===== config.mk =====
export PLATFORM = sky130hd
export DESIGN_NAME = tw_target
export DESIGN_NICKNAME = d
export VERILOG_FILES = /design/src/tw_pkg.sv /design/src/tw_target.sv /design/src/tw_sync_filter.sv /design/src/tw_edge_detect.sv
export SDC_FILE = /design/constraint.sdc
export NUM_CORES = 1
export LEC_CHECK = 0
export ABC_AREA = 1
export BUFFER_PORTS_ARGS = -buffer_cell sky130_fd_sc_hd__buf_2
export CORE_ASPECT_RATIO = 0.5
export CORE_MARGIN = 3
export CORE_UTILIZATION = 62
export CTS_BUF_LIST = sky130_fd_sc_hd__clkbuf_16
export DETAILED_ROUTE_END_ITERATION = 10
export PLACE_DENSITY_LB_ADDON = 0.25
export SETUP_SLACK_MARGIN = 0.05
export SYNTH_ARGS = -nofsm -noshare
export SYNTH_HDL_FRONTEND = slang
export SYNTH_SLANG_ARGS = --single-unit

===== constraint.sdc =====
create_clock -name clk -period 4.4 [get_ports clk]
set_input_delay 0.44 -clock clk [delete_from_list [all_inputs] [get_ports clk]]
set_output_delay 0.44 -clock clk [all_outputs]
set_load 0.01 [all_outputs]

===== src/tw_pkg.sv =====
// Constants for the two-wire target front end.
// Assumes a 200 MHz system clock sampling the bus pins.
package tw_pkg;
    // ==========================================================
    // Clock and timing
    localparam int CLK_MHZ = 200;
    // Glitch filter span, in nanoseconds; spikes shorter are dropped.
    localparam int GLITCH_NS = 50;
    localparam int GLITCH_CYC = (GLITCH_NS * CLK_MHZ + 999) / 1000;
    // Clock-low timeout, least figure, in microseconds.
    localparam int TOUT_US = 25;
    localparam int TOUT_CYC = TOUT_US * CLK_MHZ;
    // ==========================================================
    // Frame layout
    localparam logic [3:0] BIT_LAST_DATA = 4'h7;
    localparam logic [3:0] BIT_ACK = 4'h8;
    // Type identifiers in the upper nibble of the address byte.
    localparam logic [3:0] TYPE_MEMORY = 4'ha;
    localparam logic [3:0] TYPE_PAGE = 4'h6;
    // Transaction phases.
    typedef enum logic [4:0] {
        TW_IDLE = 5'h01,
        TW_ADDR = 5'h02,
        TW_RECV = 5'h04,
        TW_SEND = 5'h08,
        TW_WAIT = 5'h10
    } tw_state_t;
endpackage


===== src/tw_target.sv =====
// Two-wire bus target front end: framing, addressing, acknowledge.
// Assumes pins arrive asynchronously; a user side feeds and takes bytes.
`timescale 1ns/1ps
`default_nettype none
module tw_target
    import tw_pkg::*;
#(
    parameter int TIMEOUT_CYC = tw_pkg::TOUT_CYC,
    parameter int FILTER_CYC = tw_pkg::GLITCH_CYC
) (
    input wire logic clk,
    input wire logic reset,
    input wire logic scl_in,
    input wire logic sda_in,
    output logic sda_out,
    output logic sda_oe,
    input wire logic addr_select_bit2,
    input wire logic addr_select_bit1,
    input wire logic addr_select_bit0,
    input wire logic [7:0] tx_data,
    input wire logic tx_valid,
    input wire logic rx_accept,
    input wire logic busy,
    output logic [7:0] rx_data,
    output logic rx_strobe,
    output logic [3:0] sel_type,
    output logic sel_read,
    output logic sel_strobe,
    output logic tx_take,
    output logic active,
    output logic standby
);
    import tw_pkg::*;
    localparam int TW = $clog2(TIMEOUT_CYC + 1);
    // Counter value after the acknowledge clock's rising edge.
    localparam logic [3:0] BIT_END = BIT_ACK + 4'h1;

    logic scl;
    logic sda;
    logic scl_rise;
    logic scl_fall;
    logic sda_rise;
    logic sda_fall;
    tw_state_t state;
    tw_state_t next_state;
    logic [3:0] bit_count;
    logic [7:0] shift;
    logic [7:0] tx_shift;
    logic pull_low;
    logic ack_now;
    logic [TW-1:0] low_count;
    logic [2:0] sel_meta;
    logic [2:0] sel_sync;
    logic stopped;

    // ==========================================================
    // Line conditioning. The clock line is sampled only, never driven.
    // Both lines share one filter length so their events keep their order.
    tw_sync_filter #(.FILTER_CYC(FILTER_CYC), .RESET_LEVEL(1'b1)) u_scl_filt (
        .clk(clk),
        .reset(reset),
        .pin(scl_in),
        .filtered(scl)
    );
    tw_sync_filter #(.FILTER_CYC(FILTER_CYC), .RESET_LEVEL(1'b1)) u_sda_filt (
        .clk(clk),
        .reset(reset),
        .pin(sda_in),
        .filtered(sda)
    );
    tw_edge_detect u_scl_edge (
        .clk(clk),
        .reset(reset),
        .level(scl),
        .rise(scl_rise),
        .fall(scl_fall)
    );
    tw_edge_detect u_sda_edge (
        .clk(clk),
        .reset(reset),
        .level(sda),
        .rise(sda_rise),
        .fall(sda_fall)
    );

    // ==========================================================
    // Select pins are static straps, but they still pass two flip-flops so
    // that a strap changed while powered cannot upset the address compare.
    always_ff @(posedge clk) begin
        if (reset) begin
            sel_meta <= '0;
            sel_sync <= '0;
        end else begin
            sel_meta <= {addr_select_bit2, addr_select_bit1, addr_select_bit0};
            sel_sync <= sel_meta;
        end
    end

    // ==========================================================
    // Bus conditions, judged on the filtered lines.
    // A spike shorter than the filter span therefore never ends a frame.
    wire start_cond = sda_fall & scl;
    wire stop_cond = sda_rise & scl;
    wire bus_idle = scl & sda;
    wire timed_out = (low_count == TW'(TIMEOUT_CYC));
    wire abort = stop_cond | timed_out;
    wire [6:0] my_addr = {4'h0, sel_sync};
    wire [7:0] addr_byte = {shift[6:0], sda};
    wire type_ok = (addr_byte[7:4] == TYPE_MEMORY) || (addr_byte[7:4] == TYPE_PAGE);
    wire addr_hit = type_ok && (addr_byte[3:1] == my_addr[2:0]);
    wire byte_done = scl_rise && (bit_count == BIT_LAST_DATA);
    wire ack_edge = scl_rise && (bit_count == BIT_ACK);
    wire in_frame = (state != TW_IDLE) && (state != TW_WAIT);
    // Slot decodes: the acknowledge clock, the frame's end, and receive phases.
    wire ack_slot = (bit_count == BIT_ACK);
    wire frame_end = (bit_count == BIT_END);
    wire rx_side = (state == TW_ADDR) || (state == TW_RECV);

    assign sda_out = 1'b0;
    assign sda_oe = pull_low;
    assign active = in_frame;
    assign standby = stopped & ~busy & bus_idle;

    // ==========================================================
    // Transaction phase after each start, address and acknowledge.
    // A start wins over everything, which makes a repeated start and a start
    // in mid-byte the same case.
    always_comb begin
        next_state = state;
        if (start_cond) begin
            next_state = TW_ADDR;
        end else if (abort) begin
            next_state = TW_IDLE;
        end else begin
            case (state)
                TW_IDLE: next_state = TW_IDLE;
                TW_WAIT: next_state = TW_WAIT;
                TW_ADDR: begin
                    if (byte_done && !addr_hit) begin
                        next_state = TW_WAIT;
                    end else if (ack_edge) begin
                        next_state = sel_read ? TW_SEND : TW_RECV;
                    end
                end
                TW_RECV: next_state = TW_RECV;
                TW_SEND: begin
                    if (ack_edge && sda) begin
                        next_state = TW_WAIT;
                    end
                end
                default: next_state = TW_IDLE;
            endcase
        end
    end

    always_ff @(posedge clk) begin
        if (reset) begin
            state <= TW_IDLE;
        end else begin
            state <= next_state;
        end
    end

    // ==========================================================
    // Bit counter: counts rising clock edges of the frame. It reads 8 in the
    // acknowledge clock's low phase and 9 in its high phase, and wraps on the
    // falling edge that closes the ninth clock. Counting rises, not falls,
    // keeps the start condition's own falling edge out of the count.
    always_ff @(posedge clk) begin
        if (reset || start_cond || abort) begin
            bit_count <= '0;
        end else if (in_frame && scl_fall && frame_end) begin
            bit_count <= '0;
        end else if (in_frame && scl_rise && bit_count < BIT_END) begin
            bit_count <= bit_count + 4'h1;
        end
    end

    // Receive shifter samples on the rising edge, first bit ends at the top.
    // Bits past the eighth are not shifted, so the acknowledge stays out.
    always_ff @(posedge clk) begin
        if (reset) begin
            shift <= '0;
        end else if (in_frame && scl_rise && bit_count <= BIT_LAST_DATA) begin
            shift <= {shift[6:0], sda};
        end
    end

    // ==========================================================
    // Address decode and receive hand-off.
    // A foreign address leaves the select outputs at their last value.
    always_ff @(posedge clk) begin
        if (reset) begin
            sel_type <= '0;
            sel_read <= 1'b0;
            sel_strobe <= 1'b0;
            rx_data <= '0;
            rx_strobe <= 1'b0;
        end else begin
            sel_strobe <= 1'b0;
            rx_strobe <= 1'b0;
            if (state == TW_ADDR && byte_done && addr_hit) begin
                sel_type <= addr_byte[7:4];
                sel_read <= addr_byte[0];
                sel_strobe <= 1'b1;
            end else if (state == TW_RECV && byte_done) begin
                rx_data <= addr_byte;
                rx_strobe <= 1'b1;
            end
        end
    end

    // Acknowledge choice is made at the eighth rising edge, used at the fall.
    // A refused data byte and a foreign address both leave the line released.
    always_ff @(posedge clk) begin
        if (reset || start_cond) begin
            ack_now <= 1'b0;
        end else if (byte_done && state == TW_ADDR) begin
            ack_now <= addr_hit;
        end else if (byte_done && state == TW_RECV) begin
            ack_now <= rx_accept;
        end else if (byte_done) begin
            ack_now <= 1'b0;
        end
    end

    // ==========================================================
    // Transmit: load on the acknowledge fall, shift on each later fall.
    // A missing byte sends all ones, which leaves the line released.
    // The byte is taken on the falling edge that closes the acknowledge clock.
    wire load_tx = scl_fall && frame_end && (next_state == TW_SEND) && !abort;
    always_ff @(posedge clk) begin
        if (reset) begin
            tx_shift <= 8'hff;
            tx_take <= 1'b0;
        end else begin
            tx_take <= 1'b0;
            if (load_tx) begin
                tx_shift <= tx_valid ? tx_data : 8'hff;
                tx_take <= tx_valid;
            end else if (scl_fall && state == TW_SEND && bit_count <= BIT_LAST_DATA) begin
                tx_shift <= {tx_shift[6:0], 1'b1};
            end
        end
    end

    // ==========================================================
    // Line driver: changes only on falling clock edges, released on start or abort.
    // The pull moves one cycle after the filtered fall, well inside the low
    // phase, so the controller always samples a settled line at the next rise.
    always_ff @(posedge clk) begin
        if (reset || start_cond || abort) begin
            pull_low <= 1'b0;
        end else if (scl_fall) begin
            if (ack_slot && rx_side) begin
                pull_low <= ack_now;
            end else if (load_tx) begin
                pull_low <= tx_valid & ~tx_data[7];
            end else if (state == TW_SEND && bit_count <= BIT_LAST_DATA) begin
                pull_low <= ~tx_shift[6];
            end else begin
                pull_low <= 1'b0;
            end
        end
    end

    // ==========================================================
    // Clock-low watchdog and standby tracking.
    // The watchdog runs in every phase, idle included, so a bus stuck low
    // also clears a half-received address.
    always_ff @(posedge clk) begin
        if (reset || scl) begin
            low_count <= '0;
        end else if (!timed_out) begin
            low_count <= low_count + TW'(1);
        end
    end

    // Standby follows a stop, a foreign address, a refused read byte or a timeout, then waits for busy.
    always_ff @(posedge clk) begin
        if (reset) begin
            stopped <= 1'b1;
        end else if (start_cond) begin
            stopped <= 1'b0;
        end else if (abort || state == TW_WAIT) begin
            stopped <= 1'b1;
        end
    end
endmodule
`default_nettype wire


===== src/tw_sync_filter.sv =====
// Two-stage synchroniser followed by a majority-free hold filter.
// Assumes the input is asynchronous to clk.
`timescale 1ns/1ps
`default_nettype none
module tw_sync_filter #(
    parameter int FILTER_CYC = 10,
    parameter logic RESET_LEVEL = 1'b1
) (
    input wire logic clk,
    input wire logic reset,
    input wire logic pin,
    output logic filtered
);
    localparam int CW = $clog2(FILTER_CYC + 1);
    logic meta;
    logic sync;
    logic [CW-1:0] count;
    wire differs = (sync != filtered);
    wire settled = (count == CW'(FILTER_CYC));

    // ==========================================================
    // Synchroniser; the first stage feeds only the second.
    always_ff @(posedge clk) begin
        if (reset) begin
            meta <= RESET_LEVEL;
            sync <= RESET_LEVEL;
        end else begin
            meta <= pin;
            sync <= meta;
        end
    end

    // A new level must persist for FILTER_CYC + 1 cycles to be accepted.
    always_ff @(posedge clk) begin
        if (reset) begin
            count <= '0;
            filtered <= RESET_LEVEL;
        end else if (!differs) begin
            count <= '0;
        end else if (settled) begin
            count <= '0;
            filtered <= sync;
        end else begin
            count <= count + CW'(1);
        end
    end
endmodule
`default_nettype wire


===== src/tw_edge_detect.sv =====
// Edge finder for one filtered bus line.
// Assumes a filtered, already synchronous input.
`timescale 1ns/1ps
`default_nettype none
module tw_edge_detect (
    input wire logic clk,
    input wire logic reset,
    input wire logic level,
    output logic rise,
    output logic fall
);
    logic prev;

    // ==========================================================
    // Previous sample; reset high matches an idle bus.
    always_ff @(posedge clk) begin
        if (reset) begin
            prev <= 1'b1;
        end else begin
            prev <= level;
        end
    end

    assign rise = level & ~prev;
    assign fall = ~level & prev;
endmodule
`default_nettype wire


Yosys cells after proc, flatten, opt, wreduce, memory -nomap -nowiden:

Index checks and enable logic that the tools add are counted.

* register bits after elaboration: 77
* input bits: 18
* output and inout port bits: 20
* word-level logic and storage cells: 132

* $add $sub $neg: 4
* order comparisons: 2
* equal/unequal tests: 18
* multiplexer cells: 20
* bitwise operators: 22
* reduce and logical (&&, ||, !) cells: 40

Operators with widths (count)
* 2-to-1 mux 5 bit: 5
* logical AND 1 bit: 21
* 2-to-1 mux 7 bit: 3
* equality test 4 bit (second input constant): 5
* one-hot mux 5 bit (4 select lines): 1
* adder 13 x 1 -> 13 bit (second input constant): 1
* equality test 13 bit (second input constant): 1
* adder 4 x 1 -> 4 bit (second input constant): 3
* NOT 1 bit: 11
* AND 1 bit: 10
* equality test 5 x 4 -> 1 bit (second input constant): 2
* 2-to-1 mux 1 bit: 10
* equality test 4 x 3 -> 1 bit (second input constant): 2
* logical OR 1 bit: 6
* AND reduction 2 bit: 3
* OR reduction 2 bit: 3
* OR reduction 3 bit: 2
* equality test 5 x 2 -> 1 bit (second input constant): 1
* equality test 5 x 3 -> 1 bit (second input constant): 1
* equality test 5 bit (second input constant): 1
* != test 5 x 1 -> 1 bit (second input constant): 1
* != test 5 bit (second input constant): 1
* less-or-equal comparator 4 x 3 -> 1 bit (second input constant): 1
* < comparator 4 bit (second input constant): 1
* other kinds (7): 10

Logic depth before layout (Yosys ltp):

Gate-level depths: netlist of run 1.

* depth after elaboration: 14
* depth in mapped cells: 13
* mapped depth without buffers: 13

Hierarchy:

A second synthesis of run 1 with hierarchy kept.

* cell total of the unflattened synthesis: 462
* area, all modules: 3418.3 um^2

Modules (own cells, without submodules)
* tw_target: times used 1, cells each 386, area each 2767.7 um^2, sequential area each 1221.2 um^2
* tw_sync_filter: times used 2, cells each 31, area each 282.8 um^2, sequential area each 140.1 um^2
* tw_edge_detect: times used 2, cells each 7, area each 42.5 um^2, sequential area each 20.0 um^2

Worst setup path after synthesis of run 1:

OpenSTA, ideal clock, no wires.

* kind: register -> register
* from: reg low_count[0]
* to: reg tx_shift[5]
* setup time: 133 ps
* arrival time: 1480 ps
* required time: 4267 ps
* slack: 2787 ps
* stages on the path, launching flop included: 12
* path buffers: 1
* clock period less this slack: 1613 ps
* path through: dfxtp_1 -> inv_1 -> ha_1 -> nand2_1 -> nor2_1 -> nand3_2 -> nand2_1 -> inv_2 -> nand4_4 -> buf_6 -> o31ai_1 -> nand3_1

* word-level cells in the longest chain between the ends: 8
* elaborated cells between the ends (all ways): 10
* those cells by class: eq/ne: 2; mux: 3; bitwise: 1; reduce/logical: 4

RTL lines
* start: declaration: line tw_target.sv:51 `logic [TW-1:0] low_count;`
* start signal: assignment: line tw_target.sv:275 `low_count <= low_count + TW'(1);`
* equality test 13 bit (*): line tw_target.sv:105 `wire timed_out = (low_count == TW'(TIMEOUT_CYC));`
* bitwise OR 1 bit (*): line tw_target.sv:106 `wire abort = stop_cond | timed_out;`
* 2-to-1 mux 5 bit: line tw_target.sv:132 `end else if (abort) begin`
* 2-to-1 mux 5 bit: line tw_target.sv:130 `if (start_cond) begin`
* equality test 5 x 4 -> 1 bit: line tw_target.sv:231 `wire load_tx = scl_fall && frame_end && (next_state == TW_SEND) && !abort;`
* logical AND 1 bit: line tw_target.sv:231
* logical AND 1 bit (*): line tw_target.sv:231
* 2-to-1 mux 7 bit or nonzero test 2 bit (tied branches)
* end signal: assignment: line tw_target.sv:239 `tx_shift <= tx_valid ? tx_data : 8'hff;`
* end signal: assignment: line tw_target.sv:242 `tx_shift <= {tx_shift[6:0], 1'b1};`
* end: declaration: line tw_target.sv:48 `logic [7:0] tx_shift;`

Mark *: on every way between the ends. The rest lies on a longest branch, timed or not.
A chain may end at the register's enable or synchronous reset.

Worst setup path after layout of run 1:

* from: reg u_scl_filt.filtered
* to: reg rx_data[5]

* word-level cells in the longest chain between the ends: 6
* elaborated cells between the ends (all ways): 7
* those cells by class: bitwise: 2; reduce/logical: 5

RTL lines
* start: declaration: line tw_sync_filter.sv:12 `output logic filtered`
* start signal: assignment: line tw_sync_filter.sv:42 `filtered <= sync;`
* AND 1 bit (*): line tw_edge_detect.sv:24 `assign rise = level & ~prev;`
* logical AND 1 bit (*): line tw_target.sv:111 `wire byte_done = scl_rise && (bit_count == BIT_LAST_DATA);`
* logical AND 1 bit (2 in series): line tw_target.sv:202 `if (state == TW_ADDR && byte_done && addr_hit) begin`
* NOT 1 bit (no source line)
* AND reduction 2 bit (no source line) (*)
* end signal: assignment: line tw_target.sv:207 `rx_data <= addr_byte;`
* end: declaration: line tw_target.sv:24 `output logic [7:0] rx_data,`

Marks and branches as above.

==> flow_summary.yaml, run 1 <==
run_status:
  status: "complete, no violations"
global_route:
  grt_use_met3_pct: 8.02
  grt_start_max_net_pins: 32
  gr-total-overflow: 0
  grt-busiest-layer: "met2"
  grt_util_met2_pct: 41.6
  use_met1_pct: 29.7
  grtUsageTotal_pct: 24.3
  antenna_found_initial: 0
  grt_pass1_vias: 2693
  grt_pass1_wl_mm: 12.0
route:
  vias_per_cell: 5.33
  post_drt_wl_per_cell_microns: 13.3
  finalWirelength_mm: 7.18
  antenna_left: 0
  num_vias: 2871
  first_pass_iters: 6
  route.detailed.drc: 0
  drt_iter0_drc: 244
critical_path:
  slowest_stage: "nor2_1"
  slowest_delay_ns: 0.64
  cp_cell_sequence: "nand2_2 -> nor2_1 -> nand3_1 -> nor2_1 -> inv_1 -> nor2_1 -> nor2_1"
  crit_path_end_kind: "register"
  critPathArrivalTime_ns: 2.27
  crit_fanout: 14
  critical_path_class: "register to register"
  cp.required_ns: 4.62
  startpoint_type: "register"
  cpMostUsedCell: "nor2_1"
sta:
  slew_viol_final: 0
  relSlewSlack_pct: 45.0
  rsz0062_at_grt: "no"
  hold_viol: 0
  finClkSkew_ns: 0.00518
  finalSetupViolCount: 0
  setup_tns_ns: 0
  min_period_over_period_pct: 46.6
  tightestPinTransition_ns: 0.824
  fin_crit_ns: 2.05
  max_freq_mhz: 488
die:
  start_util_pct: 65.3
  core_area_sq_um: 5020
  die_w_microns: 109
  die_h_microns: 57.4
  die_area_sq_um: 6250
  io_pins: 38
  rows: 18
synthesis:
  async_reset_ff_share_pct: 0
  synth_top_area_cell: "dfxtp_1"
  yosys.area.top_type_share_pct: 47.0
  avgSynthCellArea_sq_um: 7.67
  netlist-cell-type-count: 34
  synth-seq-cells: 77
  synth_edf_count: 0
  ys_warn_count: 0
  ys_top_cells_by_count: "dfxtp_1, nand2_1, nor2_1, inv_1, o21ai_0"
  synthMostInstantiatedCell: "dfxtp_1"
  synth_area_leaders: "dfxtp_1, nand2_1, nor2_1"
  ys_seq_area_share_pct: 47.0
  synth_cells: 428
  synthFlopType: "dfxtp_1"
  synth.net_count: 455
  syn_area_sq_um: 3280
layout:
  antenna_cells: 0
  design_area_sq_um: 3790
  num-fill-cells: 348
  regArea_sq_um: 1540
  area_growth_pct: 15.7
  multi_input_area_sq_um: 1440
  drive_above_1_share_pct: 16.0
  final_nets: 491
clocking:
  cts_resized: 0
  cts_made_buffers: 9
  clock_path_buffers: 2
  post_cts_buffers: 0
  cts_hold_buf: 0
  clkTransAtPathRegs_ns: 0.05
  cts_tree: "yes"
  clock_sinks: 77
  htree_num_levels: 3
  worst_skew_pair.late_latency_ns: 0.33
  root_buffer: "clkbuf_16"
placement:
  gp_congestion: 0.912
  dp_hpwl_mm: 5.08
  place_area_sq_um: 3490
  numPortBuffers: 36
pwr:
  power.total_w: 0.00148
  power_density_nw_per_um2: 391
  pwr-share-comb_pct: 1.8
  vdd_drop_max_v: 0.000222
  swShare_pct: 19.1
  power.switching_w: 0.000283
  p_leak_nw: 1.74
  p_seq_share_pct: 47.5
  p_clk_share_pct: 50.7
  internal-power_w: 0.00120
hold_path:
  hp-class: "input port to register"
flow_run:
  maxCapViolations: 0
## power by group through the flow
stage | registers (W) | logic [W] | clock network (W)
6_report | 0.000704 | 0.0000271 | 0.000752
5_1_grt | 0.000705 | 0.0000303 | 0.000790
4_1_cts | 0.000704 | 0.0000269 | 0.000759
3_5_place_dp | 0.000719 | 0.0000265 | 0
3_3_place_gp | 0.000719 | 0.0000254 | 0
2_1_floorplan | 0.000719 | 0.0000161 | 0
## sequential cells by signal, summed over array words and instances, names as in the netlist, 4 cells and up
register / count
bit_count: 4
low_count: 13
rx_data: 8
sel_type: 4
shift: 7
state: 5
tx_shift: 7
u_scl_filt.count: 4
u_sda_filt.count: 4
## per-stage QoR
| stage | cells | hold WS (ns) | setup WS [ns] | utilization, % |
|---|---|---|---|---|
| after floorplan | 428 | 0.388 | 2.79 | - |
| after global placement | 523 | 0.391 | 2.49 | 69.5 |
| after detailed placement | 523 | 0.393 | 2.41 | 69.5 |
| after CTS | 539 | 0.306 | 2.41 | 75.6 |
| after global routing | 539 | 0.303 | 2.11 | 75.6 |
| final | 539 | 0.307 | 2.35 | 75.6 |
## path summary, 6_finish.rpt
path | start | to | slack (ns) | depth (start not counted)
worst max-delay path | u_scl_filt.filtered | rx_data[5] | 2.35 | 7
worst min-delay path | scl_in | u_scl_filt.meta | 0.31 | 2
worst max register to register | u_scl_filt.filtered | rx_data[5] | 2.35 | 7
worst min register to register | sel_meta[1] | sel_sync[1] | 0.40 | 2
## critical path, delay by kind of cell, from the launching register on
family        cells  cell delay, ns
buf+inv           1            0.23
simple gates      6            1.20
flops             1            0.52
## layout by cell type, fill, tap and decap left out, drive strengths merged, types with 5 or more instances in the layout
cell type,n
a21oi,33
o21ai,36
dfxtp,77
nand2,62
o31ai,7
clkbuf,9
nand4,5
buf,36
inv,64
ha,9
nor2,61
nand3,26
nor3,12
or2,5
## kinds of logic (layout without fill, tap and decap cells)
family	count (synthesis)	in the layout	synth area share (%)
other	1	1	0.114
buffers and inverters	74	115	9.04
xor gates and xnor gates	7	7	1.87
and+or+nand+nor	175	175	24.4
adders and majority gates	9	9	3.43
AOI/OAI and AO/OA	85	85	14.2
DFF	77	77	47.0
## layout make-up
type                       count  area share, %
multi-input combinational    277           38.0
timing repair buffer          36           4.75
clock inverter                 7           2.14
sequential                    77           40.6
tap                           70           2.31
clock buffer                   9           5.93
inverter                      63           6.23
## routing by layer
metal	vias to the layer above	share of wire, %
met3	13	6.7
met5	-	0
met1	1315	46
met4	0	1.3
met2	90	46
li1	1453	-
Power figures use the tool's default switching activity.
==> run 2: changes to the inputs <==
Settings changed: CORE_UTILIZATION 62 to 57.
Clock period 4.4 ns to 1.94 ns, I/O delays scaled along.
==> flow_summary.yaml, run 2 (same netlist as run 1, synthesis figures left out) <==
die:
  core_area_sq_um: 5230
  rows: 18
  die_area_sq_um: 6760
  die_w_microns: 113
  die_h_microns: 59.6
  start_util_pct: 62.8
  io_pins: 38
pwr:
  power_density_nw_per_um2: 869
  vdd_drop_max_v: 0.000760
  p_leak_nw: 1.78
critical_path:
  r2r_start: "bit_count[0]"
  startpoint_type: "register"
  reg2reg_to: "tx_shift[3]"
  rrSetupSlack_ns: 0.15
  slowest_delay_ns: 0.34
  crit_buf_inv: 2
  cp_cell_sequence: "inv_1 -> ha_2 -> nand3_4 -> nor2_4 -> nand3_2 -> nand2_4 -> nand4_4 -> nand2_2 -> inv_2 -> nand2_1 -> nand3_1"
  crit_family: "simple AND/OR/NAND/NOR gates"
  crit_path_end_kind: "register"
  worst-r2r-cell-count: 11
  cp.required_ns: 2.14
  critPathArrivalTime_ns: 1.99
  slowest_stage: "dfxtp_2"
  crit_fanout: 7
  critical_path_class: "register to register"
layout:
  fin_util_pct: 75.0
  layout.cells.most_common: "dfxtp_1"
  largest_reg_flops: 13
  num-fill-cells: 392
  drive_above_1_share_pct: 20.3
  reg_top3: "low_count (13), rx_data (8)"
  fin_cells: 547
  antenna_cells: 0
  top_register: "low_count"
  final_nets: 499
  layout_common_cells: "dfxtp_1, nor2_1, nand2_1"
  area_growth_pct: 19.4
global_route:
  grt-busiest-layer: "met2"
  gr-total-overflow: 0
  grtUsageTotal_pct: 21.5
  grt_pass1_vias: 2565
  grt_use_met3_pct: 8.15
  grt_start_max_net_pins: 23
  use_met1_pct: 27.1
  grt_pass1_wl_mm: 11.3
  grt_util_met2_pct: 34.0
  antenna_found_initial: 0
clocking:
  cts_made_buffers: 9
  clock_path_buffers: 2
  worst_skew_pair.late_latency_ns: 0.34
  clkTransAtPathRegs_ns: 0.06
  cts_hold_buf: 0
  root_buffer: "clkbuf_16"
  clock_sinks: 77
  cts_tree: "yes"
  htree_num_levels: 3
sta:
  rsz0062_at_grt: "yes"
  fin_crit_ns: 1.79
  min_period_over_period_pct: 92.4
  setup_tns_ns: 0
  slew_viol_final: 0
  hold_viol: 0
  finClkSkew_ns: 0.00558
  whs_ns: 0.0364
  finalSetupViolCount: 0
  max_freq_mhz: 558
hold_path:
  min_from: "scl_in"
  hold_depth: 2
  hp-class: "input port to register"
  min_to: "u_scl_filt.meta"
route:
  post_drt_wl_per_cell_microns: 12.4
  route.detailed.drc: 0
  first_pass_iters: 5
  drt_iter0_drc: 272
  finalWirelength_mm: 6.78
  antenna_left: 0
  num_vias: 2855
  vias_per_cell: 5.22
placement:
  dp_hpwl_mm: 4.74
  dp_cells: 528
  numPortBuffers: 36
  gp_congestion: 0.873
run_status:
  status: "complete, no violations"
flow_run:
  maxCapViolations: 0
run 2: repair_timing:
item                                   CTS  global route
setup endpoints to repair                0            13
setup buffers                            0             2
endpoints found under the hold margin    0             0
gates resized for setup                  0            15
run 2: where the power goes:
| group | leakage, nW | switching [W] | internal (W) |
|---|---|---|---|
| sequential | 0.624 | 0.00000439 | 0.00159 |
| combinational | 0.999 | 0.0000388 | 0.0000254 |
| clock | 0.153 | 0.000624 | 0.00112 |
run 2: worst max path at each step:
stage	from	end	slack (ns)	cells past startpoint
2_1_floorplan	low_count[0]	tx_shift[5]	0.33	11
3_3_place_gp	low_count[0]	tx_shift[0]	0.22	12
3_5_place_dp	bit_count[0]	tx_shift[3]	0.11	11
4_1_cts	bit_count[1]	tx_shift[3]	0.10	11
5_1_grt	low_count[1]	tx_shift[1]	0.04	11
6_report	bit_count[0]	tx_shift[3]	0.15	11
run 2: per-stage QoR:
step                      cell area (sq um)  setup slack, ns  power (W)
after floorplan                        3280            0.327    0.00167
after global placement                 3530            0.221    0.00169
after detailed placement               3530            0.109    0.00169
after CTS                              3840            0.104    0.00344
after global routing                   3920           0.0416    0.00352
final                                  3920            0.148    0.00340
run 2: final cells by class:
type | instances | area, sq um | area share [%]
multi-input cells | 278 | 1500 | 38.2
well taps | 70 | 87.6 | 2.24
flip-flops and latches | 77 | 1550 | 39.5
repair buffers | 43 | 233 | 5.94
inverters | 63 | 239 | 6.10
clock inverters | 7 | 90.1 | 2.30
clock buffers | 9 | 225 | 5.75
run 2: per-layer routing:
metal	part of all wire [%]	up-vias
met1	47	1269
met5	0	-
met3	8.5	11
met4	1.2	0
met2	43	98
li1	-	1477
run 2: worst register-to-register path, stage by stage (launching register included):
cell	delay, ns
dfxtp_2	0.34
inv_1	0.08
ha_2	0.21
nand3_4	0.10
nor2_4	0.18
nand3_2	0.11
nand2_4	0.11
nand4_4	0.17
nand2_2	0.14
inv_2	0.08
nand2_1	0.07
nand3_1	0.08
==> run 3: changes to the inputs <==
Settings changed: MAX_ROUTING_LAYER from default to met4, SETUP_SLACK_MARGIN 0.05 to 0.3.
==> flow_summary.yaml, run 3 (same netlist as run 1, synthesis figures left out) <==
run_status:
  status: "complete, no violations"
placement:
  dp_hpwl_mm: 4.74
  pre_cts_slack_ns: 0.109
  gp_congestion: 0.887
  numPortBuffers: 36
  dp_cells: 528
layout:
  layout.cells.most_common: "dfxtp_1"
  antenna_cells: 0
  num-fill-cells: 361
  top_register: "low_count"
  fin_cells: 552
  final_nets: 504
  multi_input_area_sq_um: 1580
  area_growth_pct: 23.5
  largest_reg_flops: 13
  drive_above_1_share_pct: 25.1
  layout_common_cells: "dfxtp_1, nand2_1, nor2_1"
  reg_top3: "low_count (13), rx_data (8)"
  regArea_sq_um: 1550
critical_path:
  cp.required_ns: 2.14
  worst-r2r-cell-count: 8
  rrSetupSlack_ns: 0.18
  r2r_start: "state[0]"
  critical_path_class: "register to register"
  critPathArrivalTime_ns: 1.96
  startpoint_type: "register"
  crit_fanout: 7
  crit_path_end_kind: "register"
  reg2reg_to: "tx_shift[3]"
die:
  io_pins: 38
  start_util_pct: 62.8
  die_area_sq_um: 6760
  core_area_sq_um: 5230
  die_w_microns: 113
  die_h_microns: 59.6
  rows: 18
global_route:
  grt_pass1_vias: 2637
  grt_start_max_net_pins: 23
  antenna_found_initial: 0
  gr-total-overflow: 0
  grtUsageTotal_pct: 23.4
  grt_pass1_wl_mm: 11.9
clocking:
  htree_num_levels: 3
  clock_path_buffers: 2
  cts_hold_buf: 0
  cts_tree: "yes"
  clock_sinks: 77
  worst_skew_pair.late_latency_ns: 0.34
  clkTransAtPathRegs_ns: 0.06
  cts_made_buffers: 9
  root_buffer: "clkbuf_16"
sta:
  fin_crit_ns: 1.76
  setup_tns_ns: 0
  hold_viol: 0
  rsz0062_at_grt: "yes"
  slew_viol_final: 0
  finClkSkew_ns: 0.00607
  finalSetupViolCount: 0
  timing.final.ws_setup_ns: 0.182
  min_period_over_period_pct: 90.6
  max_freq_mhz: 569
route:
  vias_per_cell: 5.39
  finalWirelength_mm: 7.47
  route.detailed.drc: 0
  post_drt_wl_per_cell_microns: 13.5
  antenna_left: 0
  first_pass_iters: 5
  drt_iter0_drc: 243
  num_vias: 2973
hold_path:
  hp-class: "input port to register"
  hold_depth: 2
  min_to: "u_scl_filt.meta"
  min_from: "scl_in"
pwr:
  p_leak_nw: 1.82
  power_density_nw_per_um2: 842
  vdd_drop_max_v: 0.000766
flow_run:
  maxCapViolations: 0
[run 3: cell count changes in the layout (fill, tap and decap cells not counted), moves of 4 or more]
cell | previous run | this run
nor2_1 | 58 | 51
buf_4 | 7 | 11
nor2_2 | 2 | 7
inv_1 | 52 | 47
[run 3: worst max path at each step]
| stage | from | slack, ns | end | cells after the start |
|---|---|---|---|---|
| 2_1_floorplan | low_count[0] | 0.33 | tx_shift[5] | 11 |
| 6_report | state[0] | 0.18 | tx_shift[3] | 8 |
| 3_5_place_dp | bit_count[0] | 0.11 | tx_shift[3] | 11 |
| 5_1_grt | state[0] | 0.12 | tx_shift[3] | 8 |
| 3_3_place_gp | low_count[0] | 0.22 | tx_shift[0] | 12 |
| 4_1_cts | low_count[0] | 0.28 | tx_shift[3] | 11 |
[run 3: routing by layer]
| metal | GRT usage [%] | up-vias | wire length [microns] |
|---|---|---|---|
| met2 | 36.2 | 119 | 3370 |
| met5 | - | - | 0 |
| li1 | - | 1499 | - |
| met1 | 28.5 | 1336 | 3390 |
| met3 | 8.66 | 19 | 554 |
| met4 | 8.22 | 0 | 152 |
[run 3: repair_timing]
item,CTS,global route
cloned,1,0
resized for setup,19,30
endpoints found under the setup margin,16,29
buffers inserted,3,4
pin swaps,6,11
[run 3: per-stage QoR]
| stage | cell area [sq um] | hold WS, ns | total power [W] | util [%] |
|---|---|---|---|---|
| detailed placement | 3530 | 0.378 | 0.00169 | 67.5 |
| global route | 4050 | 0.0346 | 0.00352 | 77.6 |
| floorplan | 3280 | 0.298 | 0.00167 | - |
| finish | 4050 | 0.0328 | 0.00341 | 77.6 |
| global placement | 3530 | 0.378 | 0.00169 | 67.5 |
| CTS | 3940 | 0.0253 | 0.00344 | 75.4 |
[run 3: layout make-up]
type / instances / share of cell area [%]
clock buffers: 9 / 5.56
flip-flops and latches: 77 / 38.3
inverters: 63 / 6.02
clock inverters: 7 / 2.22
repair buffers: 48 / 6.76
well taps: 70 / 2.16
multi-input cells: 278 / 39.0
[run 3: power breakdown]
| group | total [W] | leakage, nW | internal, W | switching (W) |
|---|---|---|---|---|
| Clock | 0.00175 | 0.153 | 0.00112 | 0.000633 |
| Sequential | 0.00159 | 0.625 | 0.00159 | 0.00000452 |
| Combinational | 0.0000673 | 1.05 | 0.0000269 | 0.0000404 |
[run 3: worst max-delay path, stage by stage, from the launching register on]
cell	delay [ns]
dfxtp_1	0.33
nor2_2	0.15
nand4_1	0.19
inv_1	0.16
nand2_1	0.11
nand2_4	0.11
nand4_4	0.16
o31ai_2	0.30
nand3_1	0.11
